## config.mk

```make
export PLATFORM = sky130hd
export DESIGN_NAME = quad_encoder
export DESIGN_NICKNAME = d
export VERILOG_FILES = /design/src/rtl/quad_enc_pkg.sv /design/src/rtl/quad_encoder.sv
export SDC_FILE = /design/constraint.sdc
export NUM_CORES = 1
export LEC_CHECK = 0
export ABC_AREA = 1
export ABC_CLOCK_PERIOD_IN_PS = 1900
export BUFFER_PORTS_ARGS = -buffer_cell sky130_fd_sc_hd__buf_2
export CORE_MARGIN = 2
export CORE_UTILIZATION = 55
export DETAILED_ROUTE_END_ITERATION = 8
export GPL_TIMING_DRIVEN = 0
export PLACE_DENSITY_LB_ADDON = 0.25
export SLEW_MARGIN = 30
export SYNTH_ARGS = -nofsm -noshare
export SYNTH_HDL_FRONTEND = slang
export SYNTH_SLANG_ARGS = --single-unit
export TNS_END_PERCENT = 100
```

## constraint.sdc

```tcl
create_clock -name i_clk -period 1.9 [get_ports i_clk]
set_input_delay 0.19 -clock i_clk [delete_from_list [all_inputs] [get_ports i_clk]]
set_output_delay 0.19 -clock i_clk [all_outputs]
set_load 0.02 [all_outputs]
```

## src/rtl/quad_enc_pkg.sv

```systemverilog
// Package with register map, field positions and bus carrier of the quadrature encoder.
// Notes on behaviour
// - Sixteen-bit counter steps on every edge where only one phase moves.
// - Phase and marker pins synchronized before use.
// - Invert bit swaps phase pins onto counter.
// - A leading B counts up, else down.
// - Reset clears the invert bit.
// - Status bit 1 shows counting direction.
// - Status bit 2 set until limit written.
// - Marker resets counter to zero or limit.
// - Marker reset waits for next phase edge.
// - Later marker resets align to first edge.
// - Marker rising forward, falling in reverse.
// - Without marker mode counter wraps at limit.
// - Reset clears marker reset enable.
// - First-marker mode resets only once, flags it.
// - Check count at marker, flag and interrupt.
// - Status shows synchronized pin levels.
// - Loop timer runs only while enabled.
// - Timer decrements every prescale plus one cycles.
// - Timer at zero interrupts and reloads period.
// - Capture on timer expiry or count read.
// - Control bit 2 first-marker, status bit 6.
// - Control bit 3 checking, status bit 0.
// - Status bits 3,4,5 give A,B,marker levels.
// - Control bit 4 selects capture event.
package quad_enc_pkg;
   localparam int CW = 16;
   localparam logic [3:0] OFS_STATUS    = 4'h0;
   localparam logic [3:0] OFS_MAX_COUNT = 4'h1;
   localparam logic [3:0] OFS_CONTROL   = 4'h2;
   localparam logic [3:0] OFS_POSITION  = 4'h3;
   localparam logic [3:0] OFS_TIMER     = 4'h4;
   localparam logic [3:0] OFS_PERIOD    = 4'h5;
   localparam logic [3:0] OFS_PRESCALE  = 4'h6;
   localparam logic [3:0] OFS_CAP_COUNT = 4'h7;
   localparam logic [3:0] OFS_CAP_INTVL = 4'h8;
   localparam logic [3:0] OFS_CAP_ELAPS = 4'h9;
   localparam int CTL_INVERT = 0;
   localparam int CTL_MARKER = 1;
   localparam int CTL_FIRST  = 2;
   localparam int CTL_CHECK  = 3;
   localparam int CTL_CAPSEL = 4;
   localparam int CTL_TIMER  = 5;
   localparam int ST_ERROR  = 0;
   localparam int ST_UP     = 1;
   localparam int ST_UNINIT = 2;
   localparam int ST_PIN_A  = 3;
   localparam int ST_PIN_B  = 4;
   localparam int ST_PIN_Z  = 5;
   localparam int ST_FIRST  = 6;
   localparam logic [5:0]  CONTROL_RST  = 6'h00;
   localparam logic [15:0] MAX_RST      = 16'hFFFF;
   localparam logic [15:0] WORD_RST     = 16'h0000;
   localparam logic [7:0]  PRESCALE_RST = 8'h00;
   typedef struct packed {
      logic [3:0]  addr;
      logic [15:0] wdata;
      logic        wr;
      logic        rd;
   } bus_req_t;
endpackage

```

## src/rtl/quad_encoder.sv

```systemverilog
// Quadrature encoder counter with marker reset, count checking and loop timer.
module quad_encoder (
   input  wire logic                   i_clk,
   input  wire logic                   i_rst_n,
   input  wire logic                   i_encoder_phase_a_pin,
   input  wire logic                   i_encoder_phase_b_pin,
   input  wire logic                   i_marker_pin,
   input  wire quad_enc_pkg::bus_req_t i_bus,
   input  wire logic [15:0]            i_interval_time,
   input  wire logic [15:0]            i_elapsed_time,
   output logic [15:0]                 o_rdata,
   output logic                        o_irq
);
   import quad_enc_pkg::*;

   logic [2:0]  meta_reg;
   logic [2:0]  sync_reg;
   logic        prev_a_reg;
   logic        prev_b_reg;
   logic        prev_z_reg;
   logic [5:0]  control_reg;
   logic [15:0] max_count_reg;
   logic [15:0] count_reg;
   logic [15:0] timer_reg;
   logic [15:0] period_reg;
   logic [7:0]  scale_reg;
   logic [7:0]  presc_reg;
   logic [15:0] cap_count_reg;
   logic [15:0] cap_intvl_reg;
   logic [15:0] cap_elaps_reg;
   logic        dir_reg;
   logic        uninit_reg;
   logic        error_reg;
   logic        first_seen_reg;
   logic        pend_reg;
   logic        aligned_reg;
   logic        rec_phase_reg;
   logic        rec_level_reg;
   logic [15:0] rdata_reg;
   logic        irq_reg;
   logic [2:0]  warm_reg;

   logic        ready;
   logic        a_cur;
   logic        b_cur;
   logic        a_chg;
   logic        b_chg;
   logic        q_edge;
   logic        up_now;
   logic        edge_level;
   logic        norm_level;
   logic        z_rise;
   logic        z_fall;
   logic        marker_seen;
   logic        align_ok;
   logic        apply;
   logic        do_reset;
   logic        mismatch;
   logic        err_event;
   logic        tick;
   logic        expire;
   logic [15:0] natural_next;
   logic [15:0] expected;
   logic [15:0] count_next;

   // Next count with wrap at the limit in both directions.
   function automatic logic [15:0] step_count(input logic [15:0] cnt, input logic up,
                                              input logic [15:0] lim);
      if (up) begin
         step_count = (cnt == lim) ? 16'h0000 : 16'(cnt + 16'h0001);
      end else begin
         step_count = (cnt == 16'h0000) ? lim : 16'(cnt - 16'h0001);
      end
   endfunction

   function automatic logic wr_at(input bus_req_t b, input logic [3:0] ofs);
      wr_at = b.wr && (b.addr == ofs);
   endfunction

   // Two flops per pin; only the second stage feeds any logic.
   always_ff @(posedge i_clk) begin
      if (!i_rst_n) begin
         meta_reg <= 3'h0;
         sync_reg <= 3'h0;
      end else begin
         meta_reg <= {i_marker_pin, i_encoder_phase_b_pin, i_encoder_phase_a_pin};
         sync_reg <= meta_reg;
      end
   end

   // Edges are ignored until the synchronizers and the previous-level flops hold pin data.
   always_ff @(posedge i_clk) begin
      if (!i_rst_n) begin
         warm_reg <= 3'h0;
      end else begin
         warm_reg <= {warm_reg[1:0], 1'b1};
      end
   end

   always_comb begin
      ready = warm_reg[2];
      a_cur = control_reg[CTL_INVERT] ? sync_reg[1] : sync_reg[0];
      b_cur = control_reg[CTL_INVERT] ? sync_reg[0] : sync_reg[1];
      a_chg = a_cur ^ prev_a_reg;
      b_chg = b_cur ^ prev_b_reg;
      // A step with both phases moving at once is ambiguous and is dropped.
      q_edge = (a_chg ^ b_chg) & ready;
      up_now = a_cur ^ prev_b_reg;
      edge_level = a_chg ? a_cur : b_cur;
      // Edge polarity expressed as if moving forward, so reverse uses the opposite one.
      norm_level = edge_level ^ ~up_now;
      z_rise = sync_reg[2] & ~prev_z_reg & ready;
      z_fall = ~sync_reg[2] & prev_z_reg & ready;
      marker_seen = control_reg[CTL_MARKER] & (dir_reg ? z_rise : z_fall);
      align_ok = ~aligned_reg | ((b_chg == rec_phase_reg) && (norm_level == rec_level_reg));
      apply = q_edge & pend_reg & align_ok;
      do_reset = apply & (~control_reg[CTL_FIRST] | ~aligned_reg);
      natural_next = step_count(count_reg, up_now, max_count_reg);
      expected = up_now ? 16'h0000 : max_count_reg;
      mismatch = natural_next != expected;
      err_event = apply & control_reg[CTL_CHECK] & mismatch;
      count_next = do_reset ? expected : natural_next;
      tick = control_reg[CTL_TIMER] && (presc_reg == scale_reg);
      expire = tick && (timer_reg == 16'h0000);
   end

   always_ff @(posedge i_clk) begin
      if (!i_rst_n) begin
         prev_a_reg <= 1'b0;
         prev_b_reg <= 1'b0;
         prev_z_reg <= 1'b0;
      end else begin
         prev_a_reg <= a_cur;
         prev_b_reg <= b_cur;
         prev_z_reg <= sync_reg[2];
      end
   end

   always_ff @(posedge i_clk) begin
      if (!i_rst_n) begin
         control_reg <= CONTROL_RST;
      end else if (wr_at(i_bus, OFS_CONTROL)) begin
         control_reg <= i_bus.wdata[5:0];
      end
   end

   always_ff @(posedge i_clk) begin
      if (!i_rst_n) begin
         max_count_reg <= MAX_RST;
         uninit_reg    <= 1'b1;
      end else if (wr_at(i_bus, OFS_MAX_COUNT)) begin
         max_count_reg <= i_bus.wdata;
         uninit_reg    <= 1'b0;
      end
   end

   // A software write to the count takes priority over a coincident edge.
   always_ff @(posedge i_clk) begin
      if (!i_rst_n) begin
         count_reg <= WORD_RST;
      end else if (wr_at(i_bus, OFS_POSITION)) begin
         count_reg <= i_bus.wdata;
      end else if (q_edge) begin
         count_reg <= count_next;
      end
   end

   always_ff @(posedge i_clk) begin
      if (!i_rst_n) begin
         dir_reg <= 1'b1;
      end else if (q_edge) begin
         dir_reg <= up_now;
      end
   end

   // A marker stays pending until the qualifying phase edge; a new marker wins over the clear.
   always_ff @(posedge i_clk) begin
      if (!i_rst_n) begin
         pend_reg <= 1'b0;
      end else begin
         pend_reg <= control_reg[CTL_MARKER] & (marker_seen | (pend_reg & ~apply));
      end
   end

   always_ff @(posedge i_clk) begin
      if (!i_rst_n) begin
         aligned_reg   <= 1'b0;
         rec_phase_reg <= 1'b0;
         rec_level_reg <= 1'b0;
      end else if (apply && !aligned_reg) begin
         aligned_reg   <= 1'b1;
         rec_phase_reg <= b_chg;
         rec_level_reg <= norm_level;
      end
   end

   always_ff @(posedge i_clk) begin
      if (!i_rst_n) begin
         first_seen_reg <= 1'b0;
      end else if (marker_seen) begin
         first_seen_reg <= 1'b1;
      end
   end

   // The error flag follows each checked marker; counting carries on regardless.
   always_ff @(posedge i_clk) begin
      if (!i_rst_n) begin
         error_reg <= 1'b0;
      end else if (apply && control_reg[CTL_CHECK]) begin
         error_reg <= mismatch;
      end
   end

   always_ff @(posedge i_clk) begin
      if (!i_rst_n) begin
         presc_reg <= PRESCALE_RST;
      end else if (!control_reg[CTL_TIMER] || tick) begin
         presc_reg <= 8'h00;
      end else begin
         presc_reg <= 8'(presc_reg + 8'h01);
      end
   end

   always_ff @(posedge i_clk) begin
      if (!i_rst_n) begin
         timer_reg <= WORD_RST;
      end else if (wr_at(i_bus, OFS_TIMER)) begin
         timer_reg <= i_bus.wdata;
      end else if (expire) begin
         timer_reg <= period_reg;
      end else if (tick) begin
         timer_reg <= 16'(timer_reg - 16'h0001);
      end
   end

   always_ff @(posedge i_clk) begin
      if (!i_rst_n) begin
         period_reg <= WORD_RST;
         scale_reg  <= PRESCALE_RST;
      end else begin
         if (wr_at(i_bus, OFS_PERIOD)) begin
            period_reg <= i_bus.wdata;
         end
         if (wr_at(i_bus, OFS_PRESCALE)) begin
            scale_reg <= i_bus.wdata[7:0];
         end
      end
   end

   always_ff @(posedge i_clk) begin
      if (!i_rst_n) begin
         cap_count_reg <= WORD_RST;
         cap_intvl_reg <= WORD_RST;
         cap_elaps_reg <= WORD_RST;
      end else if (control_reg[CTL_CAPSEL]) begin
         if (expire) begin
            cap_count_reg <= count_reg;
            cap_intvl_reg <= i_interval_time;
            cap_elaps_reg <= i_elapsed_time;
         end
      end else if (i_bus.rd && (i_bus.addr == OFS_POSITION)) begin
         cap_intvl_reg <= i_interval_time;
         cap_elaps_reg <= i_elapsed_time;
      end
   end

   always_ff @(posedge i_clk) begin
      if (!i_rst_n) begin
         irq_reg <= 1'b0;
      end else begin
         irq_reg <= expire | err_event;
      end
   end

   always_ff @(posedge i_clk) begin
      if (!i_rst_n) begin
         rdata_reg <= WORD_RST;
      end else if (i_bus.rd) begin
         case (i_bus.addr)
            OFS_STATUS:    rdata_reg <= {9'h000, first_seen_reg, sync_reg,
                                         uninit_reg, dir_reg, error_reg};
            OFS_MAX_COUNT: rdata_reg <= max_count_reg;
            OFS_CONTROL:   rdata_reg <= {10'h000, control_reg};
            OFS_POSITION:  rdata_reg <= count_reg;
            OFS_TIMER:     rdata_reg <= timer_reg;
            OFS_PERIOD:    rdata_reg <= period_reg;
            OFS_PRESCALE:  rdata_reg <= {8'h00, scale_reg};
            OFS_CAP_COUNT: rdata_reg <= cap_count_reg;
            OFS_CAP_INTVL: rdata_reg <= cap_intvl_reg;
            OFS_CAP_ELAPS: rdata_reg <= cap_elaps_reg;
            default:       rdata_reg <= 16'h0000;
         endcase
      end else begin
         rdata_reg <= 16'h0000;
      end
   end

   assign o_rdata = rdata_reg;
   assign o_irq   = irq_reg;

   logic [2:0] pins_now;
   assign pins_now = {i_marker_pin, i_encoder_phase_b_pin, i_encoder_phase_a_pin};
endmodule

```

==> results.sh, run 1 <==
export IMPL_drive_above_1_share_pct=31.0
export IMPL_path_cells="buf_6 -> nand2_1 -> nor2_1 -> nand2_1 -> nor3_1 -> nor2_1 -> nand3_1 -> nand3_1 -> nand2_1 -> nand2_1 -> inv_1 -> nand2_1 -> nor2_4 -> nand2_4 -> nand2_4 -> a21oi_4"
export IMPL_r2r_start="count_reg[2]"
export IMPL_drv_slew=0
export IMPL_violations="setup timing"
export IMPL_fin_area_um2=13400
export IMPL_fill_cells=1210
export IMPL_worstPathArrival_ps=2770
export IMPL_p_leak_nw=5.91
export IMPL_path_buf_inv=2
export IMPL_clock_sinks=171
export IMPL_maxSlewHeadroom_pct=34.2
export IMPL_place_congestion=1.01
export IMPL_worst_slew_pin_slew_ps=987
export IMPL_setup_tns_ps=-15630
export IMPL_synth_cell_types=45
export IMPL_synth_edf_count=0
export IMPL_start_util_pct=56.3
export IMPL_grt_max_degree=17
export IMPL_pwr_density_cell_nw_per_um2=760
export IMPL_avgViaCountPerCell=6.24
export IMPL_cts_tree="built"
export IMPL_core_region_area_um2=17300
export IMPL_min_from="i_interval_time[2]"
export IMPL_grt_overflow=0
export IMPL_synth_nets=1562
export IMPL_holdPathStages=3
export IMPL_syn_area_per_cell_um2=6.50
export IMPL_setup_viol=82
export IMPL_via_count=12200
export IMPL_endpoint_kind="register"
export IMPL_synth_top_area_share_pct=35.2
export IMPL_clock_path_buffers=2
export IMPL_ys_seq_area_share_pct=35.2
export IMPL_htree_levels=4
export IMPL_fin_skew_ps=9.60
export IMPL_ir_worst_vdd_mv=0.510
export IMPL_layout_common_cells="327 x nand2_1, 181 x inv_1, 144 x dfxtp_1"
export IMPL_ys_seq_elements=171
export IMPL_track_usage_pct=43.0
export IMPL_layout_commonest_cell="nand2_1"
export IMPL_rsz0062_at_grt="true"
export IMPL_syn_to_final_growth_pct=38.2
export IMPL_preCtsSetupSlack_ps=-897
export IMPL_synth_flop_cell="dfxtp_1"
export IMPL_hold_class="in -> reg"
export IMPL_rows=48
export IMPL_cp_start_kind="register"
export IMPL_hold_viol_final=0
export IMPL_drtIter0Drc=1802
export IMPL_chipHeight_um=137
export IMPL_cts_root_buffer="clkbuf_16"
export IMPL_grt_pass1_wl_mm=60.1
export IMPL_postPlaceCellArea_um2=10400
export IMPL_maxCapViolCount=0
export IMPL_io_pins=76
export IMPL_clock_latency_ps=440
export IMPL_cts_clk_slew_worst_paths_ps=70
export IMPL_power_total_mw=10.2
export IMPL_drtPass1Iterations=9
export IMPL_synthArstFlopShare_pct=0
export IMPL_startpoint="count_reg[2]"
export IMPL_drt_wl_total_mm=43.1
export IMPL_hpwl_mm=27.4
export IMPL_wl_per_cell_um=22.0
export IMPL_required_ps=2220
export IMPL_crit_fanout=6
export IMPL_cts_inserted_buffers=17
export IMPL_cp_common_cell="nand2_1"
export IMPL_instances_no_fill=1957
export IMPL_slowest_stage="nor2_1"
export IMPL_dp_cells=1798
export IMPL_synth_top_area_cell="dfxtp_1"
export IMPL_io_buffers=75
export IMPL_fmaxAchievable_ghz=0.408
export IMPL_status="complete, but fails checks"
export IMPL_grt_pass1_vias=10700
export IMPL_path_depth=16
export IMPL_crit_family="simple AND/OR/NAND/NOR gates"
export IMPL_synthCells=1498
export IMPL_worst_path_largest_cell_delay_ps=350
export IMPL_dieArea_um2=18800
export IMPL_num_nets_final=1784
export IMPL_layout_min_cycle_time_ps=2450
export IMPL_num_antenna_cells=0
export IMPL_dieWidth_um=137
export IMPL_setup_ws_ps=-551
export IMPL_synthTopCellsByArea="dfxtp_1 35%, nand2_1 15%, inv_1 8.0%"
export IMPL_antenna_left=0
export IMPL_netlist_area_um2=9730
export IMPL_finalCritPeriodShare_pct=129
export IMPL_antenna_found_initial=0
export IMPL_drc=0
export IMPL_worstRegToRegCells=16
export IMPL_criticalPathCategory="reg -> reg"
export IMPL_ys_warn_count=0
layout make-up:
class                   count  area (µm²)  share of cell area (%)
clock buffers              22         464                    3.45
clock inverters             9         113                   0.838
flip-flops and latches    171        3470                    25.8
plain buffers              68         551                    4.10
inverters                 212         851                    6.33
repair buffers            204        1550                    11.5
well taps                 225         282                    2.09
multi-input cells        1046        6160                    45.9
stage by stage:
stage	util, %	hold WS, ps
2_1_floorplan	-	218
3_3_place_gp	60.2	318
3_5_place_dp	60.2	319
4_1_cts	72.3	14.8
5_1_grt	77.7	23.3
6_report	77.7	2.35
timing repair:
item / in CTS / in global routing
endpoints found under the setup margin: 107 / 97
setup buffers: 73 / 42
pin swaps: 46 / 102
endpoints found under the hold margin: 11 / 0
resized for setup: 258 / 199
hold buffers: 11 / 0
cloned: 9 / 1
worst paths after layout:
kind,endpoint,slack (ps)
setup / recovery,o_irq,-550
hold / removal,cap_intvl_reg[2],2
setup reg to reg,o_irq,-550
hold reg to reg,sync_reg[2],420
power by group:
| group | internal [mW] | switching [mW] | total (mW) |
|---|---|---|---|
| Clock | 2.01 | 1.52 | 3.53 |
| Combinational | 1.18 | 1.77 | 2.95 |
| Sequential | 3.67 | 0.0763 | 3.74 |
cell usage after synthesis, types with 2 or more instances:
master / count
clkbuf_2: 2
nand3b_1: 11
xnor2_1: 4
buf_6: 2
o21ai_0: 119
a31oi_1: 12
buf_4: 7
a2111oi_0: 3
inv_1: 208
a21oi_1: 106
nand3_1: 92
nand4_1: 30
a221oi_1: 11
xor2_1: 23
nand3_2: 6
dfxtp_1: 171
nor3_2: 3
inv_2: 4
nor2_1: 124
xor2_2: 2
nor3_1: 12
buf_2: 23
o21ai_1: 3
o2111ai_1: 4
o31ai_1: 2
o221ai_1: 4
o22ai_1: 27
nand2_2: 4
nor2_4: 2
nand2_1: 380
clkbuf_1: 35
nor4_1: 4
ha_1: 5
nor2_2: 12
o211ai_1: 31
tightest hold or removal path, stage by stage:
cell and delay [ps]:
buf_2 80, o21ai_2 50, a21oi_2 90
metal layers:
| layer | part of all wire, % | vias up | wire length (µm) | GRT usage (%) |
|---|---|---|---|---|
| met5 | 0 | - | 0 | 0 |
| met4 | 7.7 | 0 | 3340 | 25.0 |
| met3 | 12 | 287 | 5250 | 7.70 |
| met2 | 44 | 979 | 19200 | 68.9 |
| met1 | 36 | 5581 | 15300 | 54.3 |
| li1 | - | 5360 | - | - |
kinds of logic after synthesis:
group | share of synthesized area, %
AOI/OAI and AO/OA | 19.1
and+or+nand+nor | 30.7
adders and majority gates | 0.643
xor gates and xnor gates | 2.76
buffers and inverters | 11.6
DFF | 35.2
Power figures use the tool's default switching activity.
==> run 2: changes to the inputs <==
--- a/config.mk
+++ b/config.mk
@@ -6,10 +6,9 @@
 export NUM_CORES = 1
 export LEC_CHECK = 0
 export ABC_AREA = 1
-export ABC_CLOCK_PERIOD_IN_PS = 1900
 export BUFFER_PORTS_ARGS = -buffer_cell sky130_fd_sc_hd__buf_2
 export CORE_MARGIN = 2
-export CORE_UTILIZATION = 55
+export CORE_UTILIZATION = 61
 export DETAILED_ROUTE_END_ITERATION = 8
 export GPL_TIMING_DRIVEN = 0
 export PLACE_DENSITY_LB_ADDON = 0.25
==> constraint.sdc (replaced) <==
create_clock -name i_clk -period 2.3 [get_ports i_clk]
set_input_delay 0.23 -clock i_clk [delete_from_list [all_inputs] [get_ports i_clk]]
set_output_delay 0.23 -clock i_clk [all_outputs]
set_load 0.02 [all_outputs]
==> results.sh, run 2 (synthesis gave the netlist of run 1 again) <==
export IMPL_grt_max_degree=17
export IMPL_min_to="cap_intvl_reg[3]"
export IMPL_maxSlewHeadroom_pct=41.6
export IMPL_grt_overflow=0
export IMPL_drt_wl_total_mm=36.5
export IMPL_layout_min_cycle_time_ps=2510
export IMPL_drtPass1Iterations=5
export IMPL_rows=46
export IMPL_drv_slew=0
export IMPL_track_usage_pct=42.0
export IMPL_p_leak_nw=5.35
export IMPL_pwr_density_cell_nw_per_um2=668
export IMPL_wl_per_cell_um=19.4
export IMPL_setup_viol=2
export IMPL_postPlaceCellArea_um2=10400
export IMPL_cp_start_kind="register"
export IMPL_path_cells="buf_6 -> clkinvlp_4 -> nand2_1 -> nand2_1 -> nor2_2 -> nand2_1 -> nor2_1 -> nand2_2 -> buf_4 -> nand3_1 -> nand2_1 -> nand2_1 -> nand2_1 -> nor2_2 -> nand2_2 -> nor2_4 -> nand2_2 -> nand2_4 -> a21oi_1"
export IMPL_reg2reg_to="o_irq"
export IMPL_grt_pass1_vias=10000
export IMPL_fin_hold_ws_ps=15.0
export IMPL_htree_levels=4
export IMPL_cts_inserted_buffers=17
export IMPL_slowest_stage="dfxtp_1"
export IMPL_chipHeight_um=130
export IMPL_worstRegToRegCells=19
export IMPL_dieArea_um2=17000
export IMPL_fmaxAchievable_ghz=0.399
export IMPL_cp_common_cell="nand2_1"
export IMPL_ir_worst_vdd_mv=0.536
export IMPL_r2r_slack_ps=-210
export IMPL_grtUsageMet3_pct=8.98
export IMPL_core_region_area_um2=15700
export IMPL_criticalPathCategory="reg -> reg"
export IMPL_preCtsSetupSlack_ps=-559
export IMPL_io_buffers=75
export IMPL_r2r_start="count_reg[2]"
export IMPL_grtUsageMet2_pct=67.3
export IMPL_crit_fanout=7
export IMPL_num_nets_final=1712
export IMPL_grt_use_met1_pct=52.5
export IMPL_hold_class="in -> reg"
export IMPL_antenna_left=0
export IMPL_power_total_mw=8.00
export IMPL_grt_pass1_wl_mm=53.7
export IMPL_start_util_pct=61.9
export IMPL_holdPathStages=3
export IMPL_worstPathArrival_ps=2820
export IMPL_cts_tree="built"
export IMPL_num_antenna_cells=0
export IMPL_finalCritPeriodShare_pct=109
export IMPL_hpwl_mm=26.5
export IMPL_rsz0062_at_grt="true"
export IMPL_dp_cells=1789
export IMPL_path_buf_inv=3
export IMPL_clock_latency_ps=440
export IMPL_dieWidth_um=130
export IMPL_hold_viol_final=0
export IMPL_maxCapViolCount=0
export IMPL_worst_slew_pin_slew_ps=870
export IMPL_layout_commonest_cell="nand2_1"
export IMPL_final_util_pct=76.2
export IMPL_status="complete, but fails checks"
export IMPL_place_congestion=1.02
export IMPL_drtIter0Drc=1424
export IMPL_min_from="i_interval_time[3]"
export IMPL_drive_above_1_share_pct=19.7
export IMPL_fin_area_um2=12000
export IMPL_clock_path_buffers=2
export IMPL_crit_family="simple AND/OR/NAND/NOR gates"
export IMPL_setup_tns_ps=-378
export IMPL_startpoint="count_reg[2]"
export IMPL_fin_skew_ps=10.8
export IMPL_avgViaCountPerCell=6.04
export IMPL_drc=0
export IMPL_via_count=11300
export IMPL_required_ps=2610
export IMPL_cts_root_buffer="clkbuf_16"
export IMPL_setup_ws_ps=-206
export IMPL_worst_path_largest_cell_delay_ps=330
export IMPL_instances_no_fill=1877
export IMPL_io_pins=76
export IMPL_antenna_found_initial=0
export IMPL_layout_common_cells="352 x nand2_1, 185 x inv_1, 164 x dfxtp_1"
export IMPL_cts_clk_slew_worst_paths_ps=70
export IMPL_endpoint_kind="register"
export IMPL_syn_to_final_growth_pct=23.1
export IMPL_violations="setup timing"
export IMPL_clock_sinks=171
export IMPL_top_usage_layer="met2"
## run 2: timing repair
item	in CTS	in global routing
gates cloned	2	1
setup endpoints to repair	72	53
hold buffers	4	0
endpoints found under the hold margin	4	0
gates resized for setup	86	97
pin swaps	14	34
setup buffers	35	14
## run 2: tightest hold or removal path, stage by stage
cell    delay, ps
buf_2          70
nor2_1         40
nor2_1         80
## run 2: layout make-up
| class | count | area (µm²) |
|---|---|---|
| multi-input cells | 1046 | 5610 |
| fillers | 1233 | 3730 |
| flip-flops and latches | 171 | 3440 |
| repair buffers | 131 | 832 |
| inverters | 212 | 817 |
| clock buffers | 20 | 447 |
| plain buffers | 69 | 427 |
| well taps | 216 | 270 |
| clock inverters | 12 | 138 |
## run 2: worst max path at each step
stage	to	cells past startpoint	slack, ps
4_1_cts	o_irq	19	-20
3_5_place_dp	o_irq	17	-560
6_report	o_irq	19	-210
2_1_floorplan	error_reg	18	340
3_3_place_gp	o_irq	17	-590
5_1_grt	o_irq	19	-300
## run 2: per-layer routing
| metal | vias to the layer above | routed length, µm |
|---|---|---|
| met2 | 740 | 16300 |
| met4 | 2 | 2430 |
| li1 | 5214 | - |
| met3 | 190 | 3960 |
| met1 | 5182 | 13700 |
| met5 | - | 40 |
## run 2: power by group
group	total (mW)	switching [mW]	internal (mW)
Clock	2.90	1.26	1.64
Sequential	3.08	0.0539	3.03
Combinational	2.01	1.25	0.767
Total	8.00	2.56	5.44
